===== config.mk =====
export PLATFORM = sky130hd
export DESIGN_NAME = jlcs_regs
export DESIGN_NICKNAME = d
export VERILOG_FILES = /design/src/logic/jlcs_pkg.sv /design/src/logic/jlcs_sync2.sv /design/src/logic/jlcs_lane_gen.sv /design/src/logic/jlcs_regs.sv
export SDC_FILE = /design/constraint.sdc
export NUM_CORES = 1
export LEC_CHECK = 0
export BUFFER_PORTS_ARGS = -buffer_cell sky130_fd_sc_hd__clkbuf_2
export CORE_UTILIZATION = 40
export DETAILED_ROUTE_END_ITERATION = 10
export HOLD_SLACK_MARGIN = 0.05
export PLACE_DENSITY = 0.62
export SYNTH_ARGS = -nofsm -noshare
export SYNTH_HDL_FRONTEND = slang
export SYNTH_HIERARCHICAL = 1
export SYNTH_SLANG_ARGS = --single-unit
export TNS_END_PERCENT = 5

===== constraint.sdc =====
create_clock -name pclk -period 3.05 [get_ports pclk]
set_input_delay 0.1525 -clock pclk [delete_from_list [all_inputs] [get_ports pclk]]
set_output_delay 0.1525 -clock pclk [all_outputs]
set_load 0.05 [all_outputs]

===== src/logic/jlcs_pkg.sv =====
package jlcs_pkg;
  // Printed offsets are register indices; byte address is four times the index
  localparam logic [11:0] IDX_CONTROL = 12'h204;
  localparam logic [11:0] IDX_TEST = 12'h205;
  localparam logic [11:0] IDX_IDENT = 12'h206;
  localparam logic [11:0] IDX_FRAME_END_CHARACTER = 12'h207;
  localparam logic [11:0] IDX_STATUS = 12'h208;
  localparam logic [11:0] IDX_AUX = 12'h210;
  localparam logic [7:0] RST_CONTROL = 8'h02;
  localparam logic [7:0] RST_TEST = 8'h00;
  localparam logic [7:0] RST_IDENT = 8'h00;
  localparam logic [7:0] RST_FRAME_END_CHARACTER = 8'h00;
  localparam logic [2:0] RST_AUX = 3'h3;
  localparam int POS_SCR = 0;
  localparam int POS_FMT = 1;
  localparam int POS_SEL = 2;
  localparam int POS_EN = 0;
  localparam int POS_SWSYNC = 1;
  localparam int POS_TSEN = 2;
  localparam int POS_ALIGNMENT_FLAG = 3;
  localparam int POS_REALIGNED = 4;
  localparam logic [1:0] SEL_PIN = 2'h0;
  localparam logic [1:0] SEL_TSTAMP = 2'h1;
  localparam logic [3:0] TP_NORMAL = 4'h0;
  localparam logic [3:0] TP_PRBS7 = 4'h1;
  localparam logic [3:0] TP_PRBS15 = 4'h2;
  localparam logic [3:0] TP_PRBS23 = 4'h3;
  localparam logic [3:0] TP_RAMP = 4'h4;
  localparam logic [3:0] TP_TRANSPORT = 4'h5;
  localparam logic [3:0] TP_D215 = 4'h6;
  localparam logic [3:0] TP_K285 = 4'h7;
  localparam logic [3:0] TP_ILA = 4'h8;
  localparam logic [3:0] TP_RPAT = 4'h9;
  localparam logic [3:0] TP_LOW = 4'ha;
  localparam logic [3:0] TP_HIGH = 4'hb;
  localparam logic [7:0] CH_K287 = 8'hfc;
  localparam logic [7:0] CH_K281 = 8'h3c;
  localparam logic [7:0] CH_K285 = 8'hbc;
  localparam logic [7:0] CH_K280 = 8'h1c;
  localparam logic [7:0] CH_K284 = 8'h9c;
  localparam logic [7:0] CH_K283 = 8'h7c;
  localparam logic [7:0] CH_D215 = 8'hb5;
  localparam int DEF_FRAME_OCTETS = 2;
  localparam int DEF_FRAMES_PER_MF = 32;
endpackage


===== src/logic/jlcs_sync2.sv =====
`timescale 1ns/1ns
module jlcs_sync2 #(
  parameter int WIDTH = 1
) (
  input wire logic pclk,
  input wire logic presetn,
  input wire logic [WIDTH-1:0] async_in,
  output logic [WIDTH-1:0] sync_out
);
  logic [WIDTH-1:0] meta_q;

  initial begin
    if (WIDTH < 1) begin
      $error("jlcs_sync2 width must be at least one");
    end
  end

  // First stage feeds only the second one
  always_ff @(posedge pclk or negedge presetn) begin
    if (!presetn) begin
      meta_q <= '0;
      sync_out <= '0;
    end else begin
      meta_q <= async_in;
      sync_out <= meta_q;
    end
  end
endmodule


===== src/logic/jlcs_lane_gen.sv =====
`timescale 1ns/1ns
module jlcs_lane_gen #(
  parameter logic [7:0] LINK_INDEX = 8'h00
) (
  input wire logic pclk,
  input wire logic presetn,
  input wire logic run,
  input wire logic frame_end,
  input wire logic mf_start,
  input wire logic [3:0] test_code,
  input wire logic scramble_en,
  input wire logic twos_fmt,
  input wire logic [7:0] eof_char,
  input wire logic [7:0] device_id,
  input wire logic [7:0] sample_in,
  output logic [7:0] lane_data,
  output logic lane_k
);
  logic [22:0] lfsr_q;
  logic [14:0] scr_q;
  logic [7:0] ramp_q;
  logic [7:0] last_q;
  logic [3:0] ila_q;
  logic [7:0] fmt_byte;
  logic [7:0] scr_byte;
  logic [14:0] scr_next;
  logic [22:0] prbs_next;
  logic [7:0] data_d;
  logic k_d;

  function automatic logic [22:0] prbs_step(input logic [22:0] s, input logic [3:0] code);
    logic [22:0] v;
    logic fb;
    v = s;
    for (int i = 0; i < 8; i++) begin
      unique case (code)
        jlcs_pkg::TP_PRBS7: fb = v[6] ^ v[5];
        jlcs_pkg::TP_PRBS15: fb = v[14] ^ v[13];
        default: fb = v[22] ^ v[17];
      endcase
      v = {v[21:0], fb};
    end
    return v;
  endfunction

  // Self-synchronous 1 + x^14 + x^15 scrambler, MSB first
  function automatic logic [22:0] scramble(input logic [14:0] s, input logic [7:0] d);
    logic [14:0] v;
    logic [7:0] o;
    v = s;
    o = '0;
    for (int i = 7; i >= 0; i--) begin
      o[i] = d[i] ^ v[14] ^ v[13];
      v = {v[13:0], o[i]};
    end
    return {v, o};
  endfunction

  function automatic logic [7:0] rpat_byte(input logic [2:0] i);
    unique case (i)
      3'h0: return 8'hbe;
      3'h1: return 8'hd7;
      3'h2: return 8'h23;
      3'h3: return 8'h47;
      3'h4: return 8'h6b;
      3'h5: return 8'h8f;
      3'h6: return 8'hb3;
      default: return 8'h14;
    endcase
  endfunction

  always_comb begin
    prbs_next = prbs_step(lfsr_q, test_code);
    fmt_byte = twos_fmt ? sample_in : {~sample_in[7], sample_in[6:0]};
    {scr_next, scr_byte} = scramble(scr_q, fmt_byte);
    data_d = fmt_byte;
    k_d = 1'b0;
    unique case (test_code)
      jlcs_pkg::TP_PRBS7, jlcs_pkg::TP_PRBS15, jlcs_pkg::TP_PRBS23: begin
        data_d = prbs_next[7:0];
      end
      jlcs_pkg::TP_RAMP: data_d = ramp_q;
      jlcs_pkg::TP_TRANSPORT: data_d = {ila_q, ramp_q[3:0]};
      jlcs_pkg::TP_D215: data_d = jlcs_pkg::CH_D215;
      jlcs_pkg::TP_K285: begin
        data_d = jlcs_pkg::CH_K285;
        k_d = 1'b1;
      end
      jlcs_pkg::TP_ILA: begin
        // Each 16-octet ila_q cycle carries the identifier in its eleventh octet, after K28.0 and K28.4
        k_d = 1'b1;
        unique case (ila_q)
          4'h0, 4'h8: data_d = jlcs_pkg::CH_K280;
          4'h9: data_d = jlcs_pkg::CH_K284;
          4'ha: begin
            data_d = device_id + LINK_INDEX;
            k_d = 1'b0;
          end
          4'h7, 4'hf: data_d = jlcs_pkg::CH_K283;
          default: begin
            data_d = 8'h00;
            k_d = 1'b0;
          end
        endcase
      end
      jlcs_pkg::TP_RPAT: data_d = rpat_byte(ila_q[2:0]);
      jlcs_pkg::TP_LOW: data_d = 8'h00;
      jlcs_pkg::TP_HIGH: data_d = 8'hff;
      default: begin
        // Normal path; reserved codes fall here as well
        data_d = scramble_en ? scr_byte : fmt_byte;
        // Unscrambled: repeat of last frame-end octet; scrambled: octet equal to K28.7 code
        if (frame_end && ((!scramble_en && fmt_byte == last_q) ||
            (scramble_en && scr_byte == jlcs_pkg::CH_K287))) begin
          data_d = eof_char;
          k_d = 1'b1;
        end
      end
    endcase
  end

  always_ff @(posedge pclk or negedge presetn) begin
    if (!presetn) begin
      lane_data <= 8'h00;
      lane_k <= 1'b0;
      lfsr_q <= 23'h7fffff;
      scr_q <= 15'h7fff;
      ramp_q <= 8'h00;
      last_q <= 8'h00;
      ila_q <= 4'h0;
    end else if (!run) begin
      lane_data <= 8'h00;
      lane_k <= 1'b0;
      lfsr_q <= 23'h7fffff;
      scr_q <= 15'h7fff;
      ramp_q <= 8'h00;
      last_q <= 8'h00;
      ila_q <= 4'h0;
    end else begin
      lane_data <= data_d;
      lane_k <= k_d;
      lfsr_q <= prbs_next;
      ramp_q <= ramp_q + 8'h01;
      if (scramble_en) begin
        scr_q <= scr_next;
      end
      if (frame_end) begin
        last_q <= fmt_byte;
      end
      ila_q <= mf_start ? 4'h0 : ila_q + 4'h1;
    end
  end
endmodule


===== src/logic/jlcs_regs.sv =====
// The implementer's own choice: the APB register port.
`timescale 1ns/1ns
module jlcs_regs #(
  parameter int FRAME_OCTETS = jlcs_pkg::DEF_FRAME_OCTETS,
  parameter int FRAMES_PER_MF = jlcs_pkg::DEF_FRAMES_PER_MF
) (
  input wire logic pclk,
  input wire logic presetn,
  input wire logic psel,
  input wire logic penable,
  input wire logic pwrite,
  input wire logic [13:0] paddr,
  input wire logic [31:0] pwdata,
  input wire logic [3:0] pstrb,
  output logic [31:0] prdata,
  output logic pready,
  output logic pslverr,
  input wire logic single_ended_sync_pin,
  input wire logic timestamp_diff_input,
  input wire logic sysref_pin,
  input wire logic pll_locked_pin,
  input wire logic link_up_pin,
  input wire logic [7:0] sample_a,
  input wire logic [7:0] sample_b,
  output logic [7:0] lane_a_data,
  output logic lane_a_k,
  output logic [7:0] lane_b_data,
  output logic lane_b_k,
  output logic link_sync_request_n,
  output logic link_reset_n,
  output logic serializer_power_down,
  output logic link_clock_enable
);
  localparam logic [13:0] ADDR_CONTROL = {jlcs_pkg::IDX_CONTROL, 2'b00};
  localparam logic [13:0] ADDR_TEST = {jlcs_pkg::IDX_TEST, 2'b00};
  localparam logic [13:0] ADDR_IDENT = {jlcs_pkg::IDX_IDENT, 2'b00};
  localparam logic [13:0] ADDR_FRAME_END_CHARACTER = {jlcs_pkg::IDX_FRAME_END_CHARACTER, 2'b00};
  localparam logic [13:0] ADDR_STATUS = {jlcs_pkg::IDX_STATUS, 2'b00};
  localparam logic [13:0] ADDR_AUX = {jlcs_pkg::IDX_AUX, 2'b00};
  localparam logic [7:0] OCT_LAST = 8'(FRAME_OCTETS - 1);
  localparam logic [7:0] FRM_LAST = 8'(FRAMES_PER_MF - 1);

  initial begin
    if (FRAME_OCTETS < 1 || FRAME_OCTETS > 256 || FRAMES_PER_MF < 1 || FRAMES_PER_MF > 256) begin
      $error("jlcs_regs frame geometry out of range");
    end
  end

  logic [7:0] control_q;
  logic [7:0] test_q;
  logic [7:0] ident_q;
  logic [7:0] frame_end_character_q;
  logic [2:0] aux_q;
  logic realigned_q;
  logic alignment_flag_q;
  logic seen_q;
  logic sync_n_q;
  logic sysref_prev_q;
  logic [7:0] oct_q;
  logic [7:0] frm_q;
  logic [7:0] eof_char_q;
  logic [4:0] pins_s;
  logic se_sync_s;
  logic ts_s;
  logic sysref_s;
  logic pll_s;
  logic link_up_s;
  logic access;
  logic wr;
  logic wr_byte;
  logic link_en;
  logic sysref_rise;
  logic mf_last;
  logic frame_end;
  logic mf_start;
  logic sel_pin_n;
  logic [7:0] status_byte;

  function automatic logic addr_mapped(input logic [13:0] a);
    return a == ADDR_CONTROL || a == ADDR_TEST || a == ADDR_IDENT || a == ADDR_FRAME_END_CHARACTER ||
           a == ADDR_STATUS || a == ADDR_AUX;
  endfunction

  jlcs_sync2 #(
    .WIDTH(5)
  ) u_sync (
    .pclk(pclk),
    .presetn(presetn),
    .async_in({link_up_pin, pll_locked_pin, sysref_pin, timestamp_diff_input, single_ended_sync_pin}),
    .sync_out(pins_s)
  );

  assign se_sync_s = pins_s[0];
  assign ts_s = pins_s[1];
  assign sysref_s = pins_s[2];
  assign pll_s = pins_s[3];
  assign link_up_s = pins_s[4];

  assign access = psel && penable;
  // The write lands at the edge where the master samples pready high
  assign wr = access && pready && pwrite;
  assign wr_byte = wr && pstrb[0];
  assign link_en = aux_q[jlcs_pkg::POS_EN];
  assign sysref_rise = sysref_s && !sysref_prev_q;
  assign mf_last = oct_q == OCT_LAST && frm_q == FRM_LAST;
  assign frame_end = oct_q == OCT_LAST;
  assign mf_start = oct_q == 8'h00 && frm_q == 8'h00;
  assign status_byte = {1'b0, link_up_s, sync_n_q, realigned_q, alignment_flag_q, pll_s, 2'b00};

  // One wait state: pready rises in the second access cycle
  always_ff @(posedge pclk or negedge presetn) begin
    if (!presetn) begin
      pready <= 1'b0;
      pslverr <= 1'b0;
      prdata <= 32'h00000000;
    end else begin
      pready <= access && !pready;
      pslverr <= access && !pready && !addr_mapped(paddr);
      if (access && !pready && !pwrite) begin
        unique case (paddr)
          ADDR_CONTROL: prdata <= {24'h000000, control_q};
          ADDR_TEST: prdata <= {24'h000000, test_q};
          ADDR_IDENT: prdata <= {24'h000000, ident_q};
          ADDR_FRAME_END_CHARACTER: prdata <= {24'h000000, frame_end_character_q};
          ADDR_STATUS: prdata <= {24'h000000, status_byte};
          ADDR_AUX: prdata <= {29'h00000000, aux_q};
          default: prdata <= 32'h00000000;
        endcase
      end
    end
  end

  // Settings are not shadowed: changing them while the link runs glitches lanes
  always_ff @(posedge pclk or negedge presetn) begin
    if (!presetn) begin
      control_q <= jlcs_pkg::RST_CONTROL;
      test_q <= jlcs_pkg::RST_TEST;
      ident_q <= jlcs_pkg::RST_IDENT;
      frame_end_character_q <= jlcs_pkg::RST_FRAME_END_CHARACTER;
      aux_q <= jlcs_pkg::RST_AUX;
    end else if (wr_byte) begin
      unique case (paddr)
        ADDR_CONTROL: control_q <= pwdata[7:0];
        ADDR_TEST: test_q <= pwdata[7:0];
        ADDR_IDENT: ident_q <= {pwdata[7:1], 1'b0};
        ADDR_FRAME_END_CHARACTER: frame_end_character_q <= pwdata[7:0];
        ADDR_AUX: aux_q <= pwdata[2:0];
        default: ;
      endcase
    end
  end

  always_comb begin
    unique case (control_q[jlcs_pkg::POS_SEL +: 2])
      jlcs_pkg::SEL_PIN: sel_pin_n = se_sync_s;
      jlcs_pkg::SEL_TSTAMP: sel_pin_n = aux_q[jlcs_pkg::POS_TSEN] ? ts_s : 1'b1;
      default: sel_pin_n = 1'b1;
    endcase
  end

  // Software request works under any selection
  always_ff @(posedge pclk or negedge presetn) begin
    if (!presetn) begin
      sync_n_q <= 1'b1;
      link_sync_request_n <= 1'b1;
    end else begin
      sync_n_q <= sel_pin_n && aux_q[jlcs_pkg::POS_SWSYNC];
      link_sync_request_n <= sel_pin_n && aux_q[jlcs_pkg::POS_SWSYNC];
    end
  end

  // Reserved code 3 falls back to the compliant comma
  always_ff @(posedge pclk or negedge presetn) begin
    if (!presetn) begin
      eof_char_q <= jlcs_pkg::CH_K287;
    end else begin
      unique case (frame_end_character_q[1:0])
        2'h1: eof_char_q <= jlcs_pkg::CH_K281;
        2'h2: eof_char_q <= jlcs_pkg::CH_K285;
        default: eof_char_q <= jlcs_pkg::CH_K287;
      endcase
    end
  end

  // Multiframe counter; an in-phase sysref lands on the last octet
  always_ff @(posedge pclk or negedge presetn) begin
    if (!presetn) begin
      oct_q <= 8'h00;
      frm_q <= 8'h00;
      seen_q <= 1'b0;
      sysref_prev_q <= 1'b0;
    end else begin
      sysref_prev_q <= sysref_s;
      if (!link_en) begin
        oct_q <= 8'h00;
        frm_q <= 8'h00;
        seen_q <= 1'b0;
      end else if (sysref_rise || mf_last) begin
        oct_q <= 8'h00;
        frm_q <= 8'h00;
        seen_q <= seen_q || sysref_rise;
      end else if (frame_end) begin
        oct_q <= 8'h00;
        frm_q <= frm_q + 8'h01;
      end else begin
        oct_q <= oct_q + 8'h01;
      end
    end
  end

  // Set beats a write-one clear in the same cycle
  always_ff @(posedge pclk or negedge presetn) begin
    if (!presetn) begin
      alignment_flag_q <= 1'b0;
      realigned_q <= 1'b0;
    end else begin
      if (link_en && sysref_rise && !seen_q) begin
        alignment_flag_q <= 1'b1;
      end else if (wr_byte && paddr == ADDR_STATUS && pwdata[jlcs_pkg::POS_ALIGNMENT_FLAG]) begin
        alignment_flag_q <= 1'b0;
      end
      if (link_en && sysref_rise && seen_q && !mf_last) begin
        realigned_q <= 1'b1;
      end else if (wr_byte && paddr == ADDR_STATUS && pwdata[jlcs_pkg::POS_REALIGNED]) begin
        realigned_q <= 1'b0;
      end
    end
  end

  always_ff @(posedge pclk or negedge presetn) begin
    if (!presetn) begin
      link_reset_n <= 1'b0;
      serializer_power_down <= 1'b1;
      link_clock_enable <= 1'b0;
    end else begin
      link_reset_n <= link_en;
      serializer_power_down <= !link_en;
      link_clock_enable <= link_en;
    end
  end

  jlcs_lane_gen #(
    .LINK_INDEX(8'h00)
  ) u_lane_a (
    .pclk(pclk),
    .presetn(presetn),
    .run(link_en),
    .frame_end(frame_end),
    .mf_start(mf_start),
    .test_code(test_q[3:0]),
    .scramble_en(control_q[jlcs_pkg::POS_SCR]),
    .twos_fmt(control_q[jlcs_pkg::POS_FMT]),
    .eof_char(eof_char_q),
    .device_id(ident_q),
    .sample_in(sample_a),
    .lane_data(lane_a_data),
    .lane_k(lane_a_k)
  );

  jlcs_lane_gen #(
    .LINK_INDEX(8'h01)
  ) u_lane_b (
    .pclk(pclk),
    .presetn(presetn),
    .run(link_en),
    .frame_end(frame_end),
    .mf_start(mf_start),
    .test_code(test_q[3:0]),
    .scramble_en(control_q[jlcs_pkg::POS_SCR]),
    .twos_fmt(control_q[jlcs_pkg::POS_FMT]),
    .eof_char(eof_char_q),
    .device_id(ident_q),
    .sample_in(sample_b),
    .lane_data(lane_b_data),
    .lane_k(lane_b_k)
  );

  pready_wait_a: assert property (@(posedge pclk) disable iff (!presetn)
    psel && penable && !pready |=> pready ##1 !pready)
    else $error("pready did not pulse one cycle after access start");

  unmapped_error_a: assert property (@(posedge pclk) disable iff (!presetn)
    psel && penable && !pready && !addr_mapped(paddr) |=> pslverr && pready)
    else $error("unmapped access not flagged");

  ident_even_a: assert property (@(posedge pclk) disable iff (!presetn)
    wr_byte && paddr == ADDR_IDENT |=> ident_q == {$past(pwdata[7:1]), 1'b0})
    else $error("identifier bit zero not cleared on write");

  sync_soft_only_a: assert property (@(posedge pclk) disable iff (!presetn)
    control_q[3:2] == 2'h2 && aux_q[1] |=> sync_n_q && link_sync_request_n)
    else $error("sync pins not ignored under software select");

  sync_soft_req_a: assert property (@(posedge pclk) disable iff (!presetn)
    !aux_q[1] |=> !sync_n_q && !status_byte[5])
    else $error("software sync request not shown as asserted");

  alignment_flag_first_a: assert property (@(posedge pclk) disable iff (!presetn)
    link_en && sysref_rise && !seen_q |=> alignment_flag_q && seen_q && oct_q == 8'h00)
    else $error("first sysref did not set alignment");

  realign_set_a: assert property (@(posedge pclk) disable iff (!presetn)
    link_en && sysref_rise && seen_q && !mf_last |=> realigned_q)
    else $error("realignment flag not set");

  disabled_hold_a: assert property (@(posedge pclk) disable iff (!presetn)
    !link_en |=> oct_q == 8'h00 && frm_q == 8'h00 && !lane_a_k && serializer_power_down)
    else $error("disabled link not held in reset");

  hold_low_a: assert property (@(posedge pclk) disable iff (!presetn)
    (link_en && test_q[3:0] == 4'ha) [*2] |=> lane_a_data == 8'h00 && lane_b_data == 8'h00)
    else $error("serial outputs not held low");

  hold_high_a: assert property (@(posedge pclk) disable iff (!presetn)
    (link_en && test_q[3:0] == 4'hb) [*2] |=> lane_a_data == 8'hff && !lane_b_k)
    else $error("serial outputs not held high");
endmodule


# == Word-level counts from Yosys, hierarchy flattened ==
# Cells that the tools add are included.
# op_classes
add_sub_neg,7
multipliers,0
div_mod_pow,0
magnitude_cmp,0
eq_ne,52
n_shift,0
muxes,70
n_bitwise,82
reduce_logical,63
# op_table
operator,count
$mux 8,20
$pmux 8 s9,2
$pmux 8 s7,2
$eq 14x12->1 const B,6
$xor 1x1->1,80
$pmux 8 s4,2
$mux 15,4
$eq 4x4->1 const B,12
$pmux 8 s6,1
$mux 23,2
$add 8x1->8 const B,5
$pmux 1 s2,17
$eq 4x3->1 const B,6
$logic_and 1x1->1,24
$eq 3x3->1 const B,6
$eq 8x8->1,2
$eq 8x8->1 const B,2
$logic_not 8->1,2
$mux 4,4
$pmux 8 s2,1
$mux 1,13
$eq 3x2->1 const B,4
$reduce_and 2->1,5
$reduce_or 5->1,2
22 further kinds,50
# totals
register_bits,243
latchBits,0
ram_bits,0
mem_bits_ro,0
input_bits,76
out_inout_bits,56
elab_cells,308
n_memories,0

# == Longest topological paths before layout ==
# Gate-level depths: netlist of the first run.
# depth
depth_word,11
depth_mapped,12
depth_no_buf,11

# == Modules after synthesis ==
# The synthesis of the first run kept the hierarchy.
# modules_own_cells
mod,instances,cells_each,area_per_inst_um2,seq_area_each_um2
jlcs_lane_gen (u_lane_b),1,453,4279.1,1724.2
jlcs_lane_gen (u_lane_a),1,428,4142.7,1724.2
jlcs_regs,1,290,3439.5,1735.4
jlcs_sync2,1,10,250.2,250.2

# == Worst setup path before layout of the first run ==
# No wires, ideal clock.
# synth_path
path_type,reg-to-reg
startpoint,register oct_q[1]
endpoint,register u_lane_b.lane_data[2]
setup_time_ns,0.065
arrival_ns,2.772
required_time_ns,2.985
setup_slack_ns,0.214
stages_incl_launch_ff,13
path_buffers,1
synth_period_minus_slack_ns,2.836
path_cell_list,dfrtp_1 > inv_1 > ha_1 > nor3b_1 > nand2_2 > inv_1 > buf_2 > nor2b_1 > nand4_1 > nor3_4 > nor2_1 > a221oi_1 > o21a_1
# synth_between
elab_chain_len,5
# synth_lines
item,line,source
start: declaration,jlcs_regs.sv:59,logic [7:0] oct_q;
start signal: assignment,jlcs_regs.sv:206,oct_q <= oct_q + 8'h01;
$eq 8x1->1,jlcs_regs.sv:106,assign frame_end = oct_q == OCT_LAST;
net frame_end,jlcs_regs.sv:74,logic frame_end;
$logic_and 1x1->1,jlcs_lane_gen.sv:113,if (frame_end && ((!scramble_en && fmt_byte == last_q) ||
$mux 8,jlcs_lane_gen.sv:113,
$pmux 8 s9,jlcs_lane_gen.sv:78,unique case (test_code)
$mux 8,jlcs_lane_gen.sv:131,end else if (!run) begin
end signal: assignment,jlcs_lane_gen.sv:140,lane_data <= data_d;
end: declaration,jlcs_lane_gen.sv:16,"output logic [7:0] lane_data,"
# The timed path passes the listed nets, and every way through them passes these cells.
# A chain may end at the register's enable or synchronous reset.

# == Final worst setup path of the first run ==
# layout_path
startpoint,register oct_q[1]
endpoint,register u_lane_b.lane_data[1]
# Same word-level chain as after synthesis.

==> impl_results.md, run 1 <==
* CP Max Fanout at 9
* Number of synthesized register bits at 213
* Ant diodes at 0
* CP startpoint: oct_q[1]$_DFF_PN0_
* H-tree level count at 1
* WL/cell at 16.6 um
* Max-Cap Viols at 0
* Clock root cell: clkbuf_16
* Placed Area at 12900 sq um
* Share of total power in sequential cells at 47.0%
* Cell Pwr Density at 434 nW/um^2
* CTS buffer count at 25
* Clock network fraction of design power at 47.0%
* Clock latency on the worst-skew pair at 0.54 ns
* Comb pwr share at 6.0%
* Row cnt at 63
* Part of the Yosys area used for sequential elements at 44.9%
* Cell with the largest stage delay on the worst path: dfrtp_1
* Post-CTS Setup Bufs at 0
* Worst r2r src: oct_q[1]$_DFF_PN0_
* Post-Syn Instances at 1181
* Clock-pin slew on the worst setup and hold paths at 0.06 ns
* Die W at 176 um
* Clock Tree Buf Depth at 3
* RSZ-0062 raised after global routing: false
* Worst hold-check path type: in -> reg
* Area Overhead vs Synth at 15.8%
* Worst Skew at 0.0234 ns
* Hpwl dp at 19800 um
* Mapped Area at 12100 sq um
* Distinct cells, synth at 80
* Detailed-router iteration count before antenna repair at 7
* Largest net degree at the start of global routing at 78
* Number of synthesized flops with an enable pin at 0
* R2R cell count at 12
* Die area at 31000 sq um
* Sw Pwr at 1470 uW
* Via density at 5.21
* Int Power at 4620 uW
* Initial drt markers at 541
* Tmin final at 2.65 ns
* Final Net Count at 1403
* Tot Pwr at 6090 uW
* Number of global-route vias before repair at 8818
* Final Hold Vio Count at 0
* First-pass GRT wire length at 46500 um
* Top-area cell type share of the netlist area at 26.9%
* Peak supply drop at 0.000385 V
* Switching share of power at 24.2%
* Number of filler cells placed in the layout at 2770
* Mean post-synth cell area at 10.3 sq um
* Least-Margin Pin Slew at 1.02 ns
* Asr flop ratio synth at 100%
* Ys flop type: dfrtp_1
* Critical path capture point type: flip-flop
* Slowest stage delay, CP at 0.41 ns
* R2R Path End: u_lane_b/lane_data[1]$_DFF_PN0_
* Setup crit start kind: flip-flop
* Ranking of synthesized cells by area: dfrtp_1 27%, dfstp_2 18%, xor2_1 7.4%
* Yosys warnings at 6
* Clk sinks at 213
* DRT antenna net count at 0
* Ranking of synthesized cells by instance count: 130 x dfrtp_1, 108 x nand2_1, 102 x xor2_1
* Pleak at 0.00569 uW
* Status: finished, final reports clean
* DRC violations left at 0
* CP dominant cell by count: inv_1
* TritonCTS clock tree: yes
* Share of layout cells above drive strength 1 at 22.3%
* CTS resizes at 0
* Core area at 29700 sq um
* Slew Limit Fails at 0
* Drt total wl at 28300 um
* WP data required at 3.46 ns
* Post-route cell area at 14000 sq um
* Area leader, netlist: dfrtp_1
* Initial Util at 40.8%
* Worst setup endpoint: u_lane_b/lane_data[1]$_DFF_PN0_
* Fin Setup TNS at 0 ns
* FMAX at 0.378 GHz
* Via count at 8910
* Reg2reg setup slack at 0.40 ns
* Die H at 176 um
* Slew margin rel. at 31.7%
* I/O Buffers at 80
* Initial antenna violation count at 0
* Setup CP Type: reg -> reg
* Final GP Congestion at 0.857
* GR Overflow Total at 0
* Tot GR Track Use at 18.6%
* Io pins at 132
* Final period util at 86.8%
* CP arrival at 3.06 ns
* Count leader, synth: dfrtp_1
* Crit-path cells: inv_1 > ha_1 > nor3b_1 > nand2_2 > inv_1 > nor2b_1 > nand4_1 > nor3_4 > buf_4 > nand2_1 > o41a_1 > and4_1
* Final setup viols at 0
-- registers in the layout, summed over array words and instances, names as in the netlist, 7 cells and up --
| signal | count |
|---|---|
| u_lane_a/ramp_q | 8 |
| u_lane_b/last_q | 8 |
| u_lane_b/lane_data | 8 |
| frm_q | 8 |
| u_lane_a/last_q | 8 |
| test_q | 8 |
| u_lane_a/lane_data | 8 |
| frame_end_character_q | 8 |
| control_q | 8 |
| u_lane_a/lfsr_q | 23 |
| u_lane_b/ramp_q | 8 |
| prdata | 8 |
| ident_q | 7 |
| u_lane_a/scr_q | 15 |
| u_lane_b/scr_q | 15 |
| oct_q | 8 |
| u_lane_b/lfsr_q | 23 |
-- metrics by stage --
stage          cells  hold slack [ns]  utilization, %  setup WS, ns
2_1_floorplan   1221           -0.143               -         0.214
5_1_grt         1709           0.0914            47.2        0.0964
3_3_place_gp    1630            0.173            43.4         0.482
3_5_place_dp    1630            0.175            43.4         0.430
6_report        1709            0.100            47.2         0.403
4_1_cts         1709           0.0749            47.2         0.394
-- cell usage in the layout (no fill, tap or decap), types with 22 or more instances in the layout --
cell type      synthesis  final
buf_4                 26     22
dfstp_2               83     82
xnor2_1               52     52
inv_1                 33     33
conb_1                 2     42
mux2_2                37     37
mux2i_1               41     41
dlygate4sd3_1          0     33
clkbuf_2               1     79
a21oi_1               34     34
ha_1                  27     27
nand2b_1              38     38
clkbuf_16              0     26
nand3_1               43     43
o21ai_0               41     41
nand2_1              108    108
nor2_1                93     93
dfrtp_1              130    129
xor2_1               102    102
-- power groups by stage --
stage               Clock, uW  Combinational, uW  Sequential, uW
floorplan                   0                174            2950
global placement            0                331            2910
detailed placement          0                334            2910
CTS                      2950                368            2860
global route             3060                398            2860
finish                   2860                364            2860
-- final cells by class --
| type | count | area [sq um] | area share (%) |
|---|---|---|---|
| flip-flops and latches | 213 | 5440 | 38.8 |
| clock inverters | 7 | 58.8 | 0.419 |
| well taps | 390 | 488 | 3.48 |
| multi-input cells | 890 | 6240 | 44.5 |
| repair buffers | 137 | 946 | 6.74 |
| inverters | 33 | 124 | 0.883 |
| clock buffers | 39 | 729 | 5.20 |
-- worst min path at each step --
stage                           start                             end  cells after the start
after global routing      sample_a[7]  u_lane_a/last_q[7]$_DFFE_PN0P_                      4
after floorplan               presetn    alignment_flag_q$_DFFE_PN0P_                      0
final                     sample_a[7]  u_lane_a/last_q[7]$_DFFE_PN0P_                      4
after CTS                 sample_a[7]  u_lane_a/last_q[7]$_DFFE_PN0P_                      4
after global placement        presetn    u_lane_b/ramp_q[3]$_DFF_PN0_                      1
after detailed placement      presetn           test_q[1]$_DFFE_PN0P_                      1
-- worst max-delay path, delay by kind of cell (launching register included) --
family | cells | cell delay, ns
compound gates | 1 | 0.10
fa+ha+maj | 1 | 0.13
buf+inv | 3 | 0.62
flops | 1 | 0.41
simple gates | 7 | 1.27
-- repair_timing --
item / 4_1_cts / 5_1_grt
endpoints found under the setup margin: 0 / 0
hold endpoints to repair: 137 / 0
hold buffers: 33 / 0
-- logic make-up after synthesis --
group	synth area share (%)
multiplexers	8.13
other	0.0620
buffers and inverters	4.87
adder cells (fa/ha/maj)	2.79
AO/OA/AOI/OAI	11.1
flip-flops	44.9
AND/OR/NAND/NOR	16.9
XOR/XNOR	11.3
-- layer usage --
| metal | global-route usage [%] | vias up | part of all wire (%) | wire (um) |
|---|---|---|---|---|
| met5 | 0 | - | 0 | 0 |
| met4 | 4.96 | 0 | 2.5 | 702 |
| met3 | 2.76 | 41 | 4.4 | 1260 |
| met2 | 30.0 | 208 | 46 | 13000 |
| met1 | 26.1 | 4366 | 47 | 13400 |
| li1 | - | 4295 | - | - |
Note: power is estimated with default switching activity, not from simulation.
==> inputs of run 2 (changes only) <==
--- a/config.mk
+++ b/config.mk
@@ -10,6 +10,7 @@
 export DETAILED_ROUTE_END_ITERATION = 10
 export HOLD_SLACK_MARGIN = 0.05
 export PLACE_DENSITY = 0.62
+export SETUP_SLACK_MARGIN = 0.5
 export SYNTH_ARGS = -nofsm -noshare
 export SYNTH_HDL_FRONTEND = slang
 export SYNTH_HIERARCHICAL = 1
==> run 2 against run 1 <==
Net effect: maximum frequency up 5.1%; clock skew down 0.011 ns; power down 1.7%; register-to-register slack better by 0.13 ns; clock power down 3%; critical path type unchanged; largest cell class unchanged; highest routed layer unchanged.
==> impl_results.md, run 2 (synthesized netlist as in run 1, its figures left out) <==
* Initial Util at 40.8%
* TritonCTS clock tree: yes
* Reg2reg setup slack at 0.53 ns
* Worst r2r src: oct_q[0]$_DFF_PN0_
* H-tree level count at 1
* Number of global-route vias before repair at 8873
* Final GP Congestion at 0.899
* Via density at 5.21
* Clock-pin slew on the worst setup and hold paths at 0.06 ns
* Slew Limit Fails at 0
* Row cnt at 63
* Clock latency on the worst-skew pair at 0.51 ns
* Final setup viols at 0
* Tot GR Track Use at 18.5%
* Clock root cell: clkbuf_16
* Largest net degree at the start of global routing at 100
* Area Overhead vs Synth at 16.1%
* I/O Buffers at 80
* Clk sinks at 213
* CP Max Fanout at 8
* Die H at 176 um
* Status: finished, final reports clean
* Initial antenna violation count at 0
* Worst Skew at 0.0129 ns
* CTS buffer count at 23
* R2R cell count at 11
* CP arrival at 2.91 ns
* Die area at 31000 sq um
* Tmin final at 2.52 ns
* WHS at 0.0678 ns
* Slew margin rel. at 30.5%
* DRT antenna net count at 0
* Most common cell after layout, fill and taps aside: dfrtp_1
* RSZ-0062 raised after global routing: true
* Via count at 8902
* WP data required at 3.44 ns
* Detailed-router iteration count before antenna repair at 5
* Multi-input logic area at 6280 sq um
* Cell Pwr Density at 426 nW/um^2
* WL/cell at 16.3 um
* Drt total wl at 27900 um
* Register area at 5440 sq um
* DRC violations left at 0
* Min-delay src: sample_b[3]
* Peak supply drop at 0.000447 V
* Hpwl dp at 19600 um
* Setup crit start kind: flip-flop
* Final Hold Vio Count at 0
* Pre-CTS setup slack at 0.335 ns
* Number of filler cells placed in the layout at 2753
* Max-Cap Viols at 0
* Hold Path Stages at 3
* Hold Path Sink: u_lane_b/last_q[3]$_DFFE_PN0P_
* Share of layout cells above drive strength 1 at 23.1%
* Ant diodes at 0
* Post-route worst setup slack at 0.531 ns
* Top flop regs: u_lane_a/lfsr_q (23), u_lane_b/lfsr_q (23)
* Initial drt markers at 610
* Pleak at 0.00570 uW
* Critical path capture point type: flip-flop
* Fin Setup TNS at 0 ns
* GR Overflow Total at 0
* First-pass GRT wire length at 46400 um
* Most frequent cells in the layout: 127 x dfrtp_1, 108 x nand2_1, 102 x xor2_1
* Setup CP Type: reg -> reg
* Core area at 29700 sq um
* Worst hold-check path type: in -> reg
* Least-Margin Pin Slew at 1.04 ns
* FMAX at 0.397 GHz
* R2R Path End: u_lane_b/lane_data[1]$_DFF_PN0_
* Io pins at 132
* Final Net Count at 1406
* Clock Tree Buf Depth at 3
* Die W at 176 um
* Final period util at 82.6%
-- run 2: worst max path at each step --
stage                  startpoint                         endpoint  slack, ns  cells past startpoint
6_report       oct_q[0]$_DFF_PN0_  u_lane_b/lane_data[1]$_DFF_PN0_       0.53                     11
3_3_place_gp   oct_q[1]$_DFF_PN0_  u_lane_b/lane_data[1]$_DFF_PN0_       0.40                     13
2_1_floorplan  oct_q[1]$_DFF_PN0_  u_lane_b/lane_data[2]$_DFF_PN0_       0.51                     12
5_1_grt        oct_q[1]$_DFF_PN0_  u_lane_a/lane_data[1]$_DFF_PN0_       0.37                     11
4_1_cts        oct_q[1]$_DFF_PN0_  u_lane_b/lane_data[2]$_DFF_PN0_       0.41                     12
3_5_place_dp   oct_q[1]$_DFF_PN0_  u_lane_b/lane_data[2]$_DFF_PN0_       0.33                     12
-- run 2: final cells by class --
class	count	area share [%]
multi-input cells	890	44.7
flip-flops and latches	213	38.7
inverters	33	0.908
repair buffers	142	6.92
clock inverters	4	0.347
well taps	390	3.47
clock buffers	38	4.99
-- run 2: per-layer routing --
layer	global-route usage [%]	vias up	part of all wire (%)
li1	-	4294	-
met1	26.6	4381	47
met2	30.0	197	47
met3	2.45	30	4.3
met4	3.77	0	1.8
met5	0	-	0
-- run 2: critical path: stages (launching register included) --
cell and delay [ns]:
dfrtp_2 0.44, ha_1 0.22, nor3b_4 0.15, nand2_2 0.10
clkinvlp_4 0.21, buf_6 0.19, nor2b_1 0.12, nand4_1 0.13
nor3_4 0.06, buf_4 0.17, o41a_1 0.40, and4_1 0.20
-- run 2: timing repair --
action,in CTS,in global routing
hold buffers,32,0
hold endpoints to repair,113,0
setup buffers,0,5
endpoints found under the setup margin,17,19
gates resized for setup,2,7
-- run 2: stage by stage --
step	utilization (%)	instances	total power [uW]	area (sq um)
5_1_grt	47.3	1710	6220	14100
3_5_place_dp	43.5	1631	3240	12900
4_1_cts	47.1	1705	6070	14000
6_report	47.3	1710	5990	14100
3_3_place_gp	43.5	1631	3240	12900
2_1_floorplan	-	1221	3120	12300
-- run 2: where the power goes --
group / leakage, uW / switching [uW] / internal (uW)
Combinational: 0.00269 / 259 / 106
Sequential: 0.00264 / 9.03 / 2850
Clock: 0.000370 / 1110 / 1650
==> inputs of run 3 (changes only) <==
--- a/config.mk
+++ b/config.mk
@@ -9,7 +9,7 @@
 export CORE_UTILIZATION = 40
 export DETAILED_ROUTE_END_ITERATION = 10
 export HOLD_SLACK_MARGIN = 0.05
-export PLACE_DENSITY = 0.62
+export PLACE_DENSITY = 0.64
 export SETUP_SLACK_MARGIN = 0.5
 export SYNTH_ARGS = -nofsm -noshare
 export SYNTH_HDL_FRONTEND = slang
==> constraint.sdc (replaced) <==
create_clock -name pclk -period 2.2 [get_ports pclk]
set_input_delay 0.11 -clock pclk [delete_from_list [all_inputs] [get_ports pclk]]
set_output_delay 0.11 -clock pclk [all_outputs]
set_load 0.05 [all_outputs]
==> run 3 against run 2 <==
Net effect: critical path depth increased by 1; critical endpoint unchanged; final cell count increased by 5.8%; setup slack got worse by 0.52 ns; sequential share of layout area decreased by 3.0 points; combinational power increased by 47%; die area unchanged; first-iteration DRC count increased by 5.4%; power increased by 50%; final area increased by 8.4%; clock power increased by 61%; clock skew increased by 0.013 ns; hold slack got worse by 0.025 ns.
==> impl_results.md, run 3 (synthesized netlist as in run 1, its figures left out) <==
* Status: finished, final reports clean
* Clock root cell: clkbuf_16
* Top flop regs: u_lane_a/lfsr_q (23), u_lane_b/lfsr_q (23)
* Hpwl dp at 21200 um
* Final GP Congestion at 0.898
* Ant diodes at 0
* Initial drt markers at 643
* Largest net degree at the start of global routing at 56
* I/O Buffers at 80
* WL/cell at 16.7 um
* Worst hold-check path type: in -> reg
* Row cnt at 63
* Final Net Count at 1503
* Hold Path Stages at 4
* Least-Margin Pin Slew at 0.737 ns
* TritonCTS clock tree: yes
* Setup CP Type: reg -> reg
* Finished Core Util at 51.3%
* CTS buffer count at 25
* Clock latency on the worst-skew pair at 0.55 ns
* CP arrival at 2.62 ns
* Pleak at 0.00631 uW
* WHS at 0.0432 ns
* Critical path capture point type: flip-flop
* First-pass GRT wire length at 49500 um
* RSZ-0062 raised after global routing: true
* Final setup viols at 0
* Slew margin rel. at 50.8%
* Detailed-router iteration count before antenna repair at 6
* R2R cell count at 12
* Max-Cap Viols at 0
* Fin Setup TNS at 0 ns
* Final period util at 99.4%
* FMAX at 0.457 GHz
* H-tree level count at 1
* Drt total wl at 30100 um
* Number of filler cells placed in the layout at 2638
* DRC violations left at 0
* Final Hold Vio Count at 0
* WP data required at 2.63 ns
* Post-route cell area at 15200 sq um
* Share of layout cells above drive strength 1 at 30.8%
* Setup crit start kind: flip-flop
* Number of global-route vias before repair at 9416
* Die H at 176 um
* Die area at 31000 sq um
* GR Overflow Total at 0
* Clk sinks at 213
* CP Max Fanout at 4
* Most frequent cells in the layout: 128 x dfrtp_1, 110 x buf_4, 106 x nand2_1
* Most common cell after layout, fill and taps aside: dfrtp_1
* Clock Tree Buf Depth at 3
* Core area at 29700 sq um
* Placed Area at 13500 sq um
* Slew Limit Fails at 0
* Io pins at 132
* Via count at 9402
* Initial Util at 40.8%
* Tmin final at 2.19 ns
* DRT antenna net count at 0
* Die W at 176 um
* Clock-pin slew on the worst setup and hold paths at 0.06 ns
* Area Overhead vs Synth at 25.8%
* Initial antenna violation count at 0
* Cell Pwr Density at 588 nW/um^2
* Via density at 5.20
* Peak supply drop at 0.000702 V
* Tot GR Track Use at 19.9%
* Worst Skew at 0.0256 ns
-- run 3: worst max-delay path: stages (launching register included) --
cell and delay, ns:
dfrtp_1 0.39, inv_2 0.08, ha_4 0.11, nor3b_4 0.20, nand2_2 0.10, inv_4 0.10
nor2b_4 0.13, nand4_1 0.13, nor3_4 0.33, buf_6 0.15, nand2_2 0.04, o41a_1 0.11
and4_1 0.20
-- run 3: power by group --
part / internal [uW] / switching [uW] / total (uW)
Clock: 2780 / 1670 / 4450
Combinational: 162 / 375 / 536
Sequential: 3950 / 17.2 / 3970
-- run 3: per-layer routing --
layer	GRT usage (%)	wire (um)	share of wire, %	up-vias
met4	5.00	482	1.6	0
met3	2.63	1180	3.9	39
met2	32.5	14400	48	239
met5	0	0	0	-
li1	-	-	-	4495
met1	27.7	14100	47	4629
-- run 3: path summary, 6_finish.rpt --
kind                                                  from                         endpoint  slack, ns
worst max-delay path                    oct_q[1]$_DFF_PN0_  u_lane_b/lane_data[1]$_DFF_PN0_       0.01
worst min-delay path                           sample_a[7]   u_lane_a/last_q[7]$_DFFE_PN0P_       0.04
worst max register to register          oct_q[1]$_DFF_PN0_  u_lane_b/lane_data[1]$_DFF_PN0_       0.01
worst min register to register  u_sync/meta_q[1]$_DFF_PN0_     u_sync/sync_out[1]$_DFF_PN0_       0.35
max in group asynchronous                          presetn             aux_q[1]$_DFFE_PN1P_       1.37
min in group asynchronous                          presetn  u_lane_b/lane_data[4]$_DFF_PN0_       0.10
-- run 3: metrics by stage --
stage / total power (uW) / setup slack [ns] / instances
floorplan: 4330 / -0.204 / 1221
global placement: 4510 / -0.131 / 1701
detailed placement: 4520 / -0.154 / 1701
CTS: 9050 / 0.0308 / 1803
global route: 9260 / -0.143 / 1809
finish: 8960 / 0.0141 / 1809
-- run 3: area by class of cell --
cell class / count / area [sq um] / area share [%]
clock inverters: 8 / 155 / 1.02
flip-flops and latches: 213 / 5440 / 35.7
multi-input cells: 890 / 6530 / 42.8
well taps: 390 / 488 / 3.20
repair buffers: 237 / 1770 / 11.6
inverters: 33 / 126 / 0.829
clock buffers: 38 / 734 / 4.82
-- run 3: timing repair --
action                                  4_1_cts  5_1_grt
hold endpoints to repair                    221        0
hold buffers                                 38        0
setup buffers                                18        6
endpoints found under the setup margin       66       92
pin swaps                                     7       25
gates cloned                                  0        0
gates resized for setup                      15       46
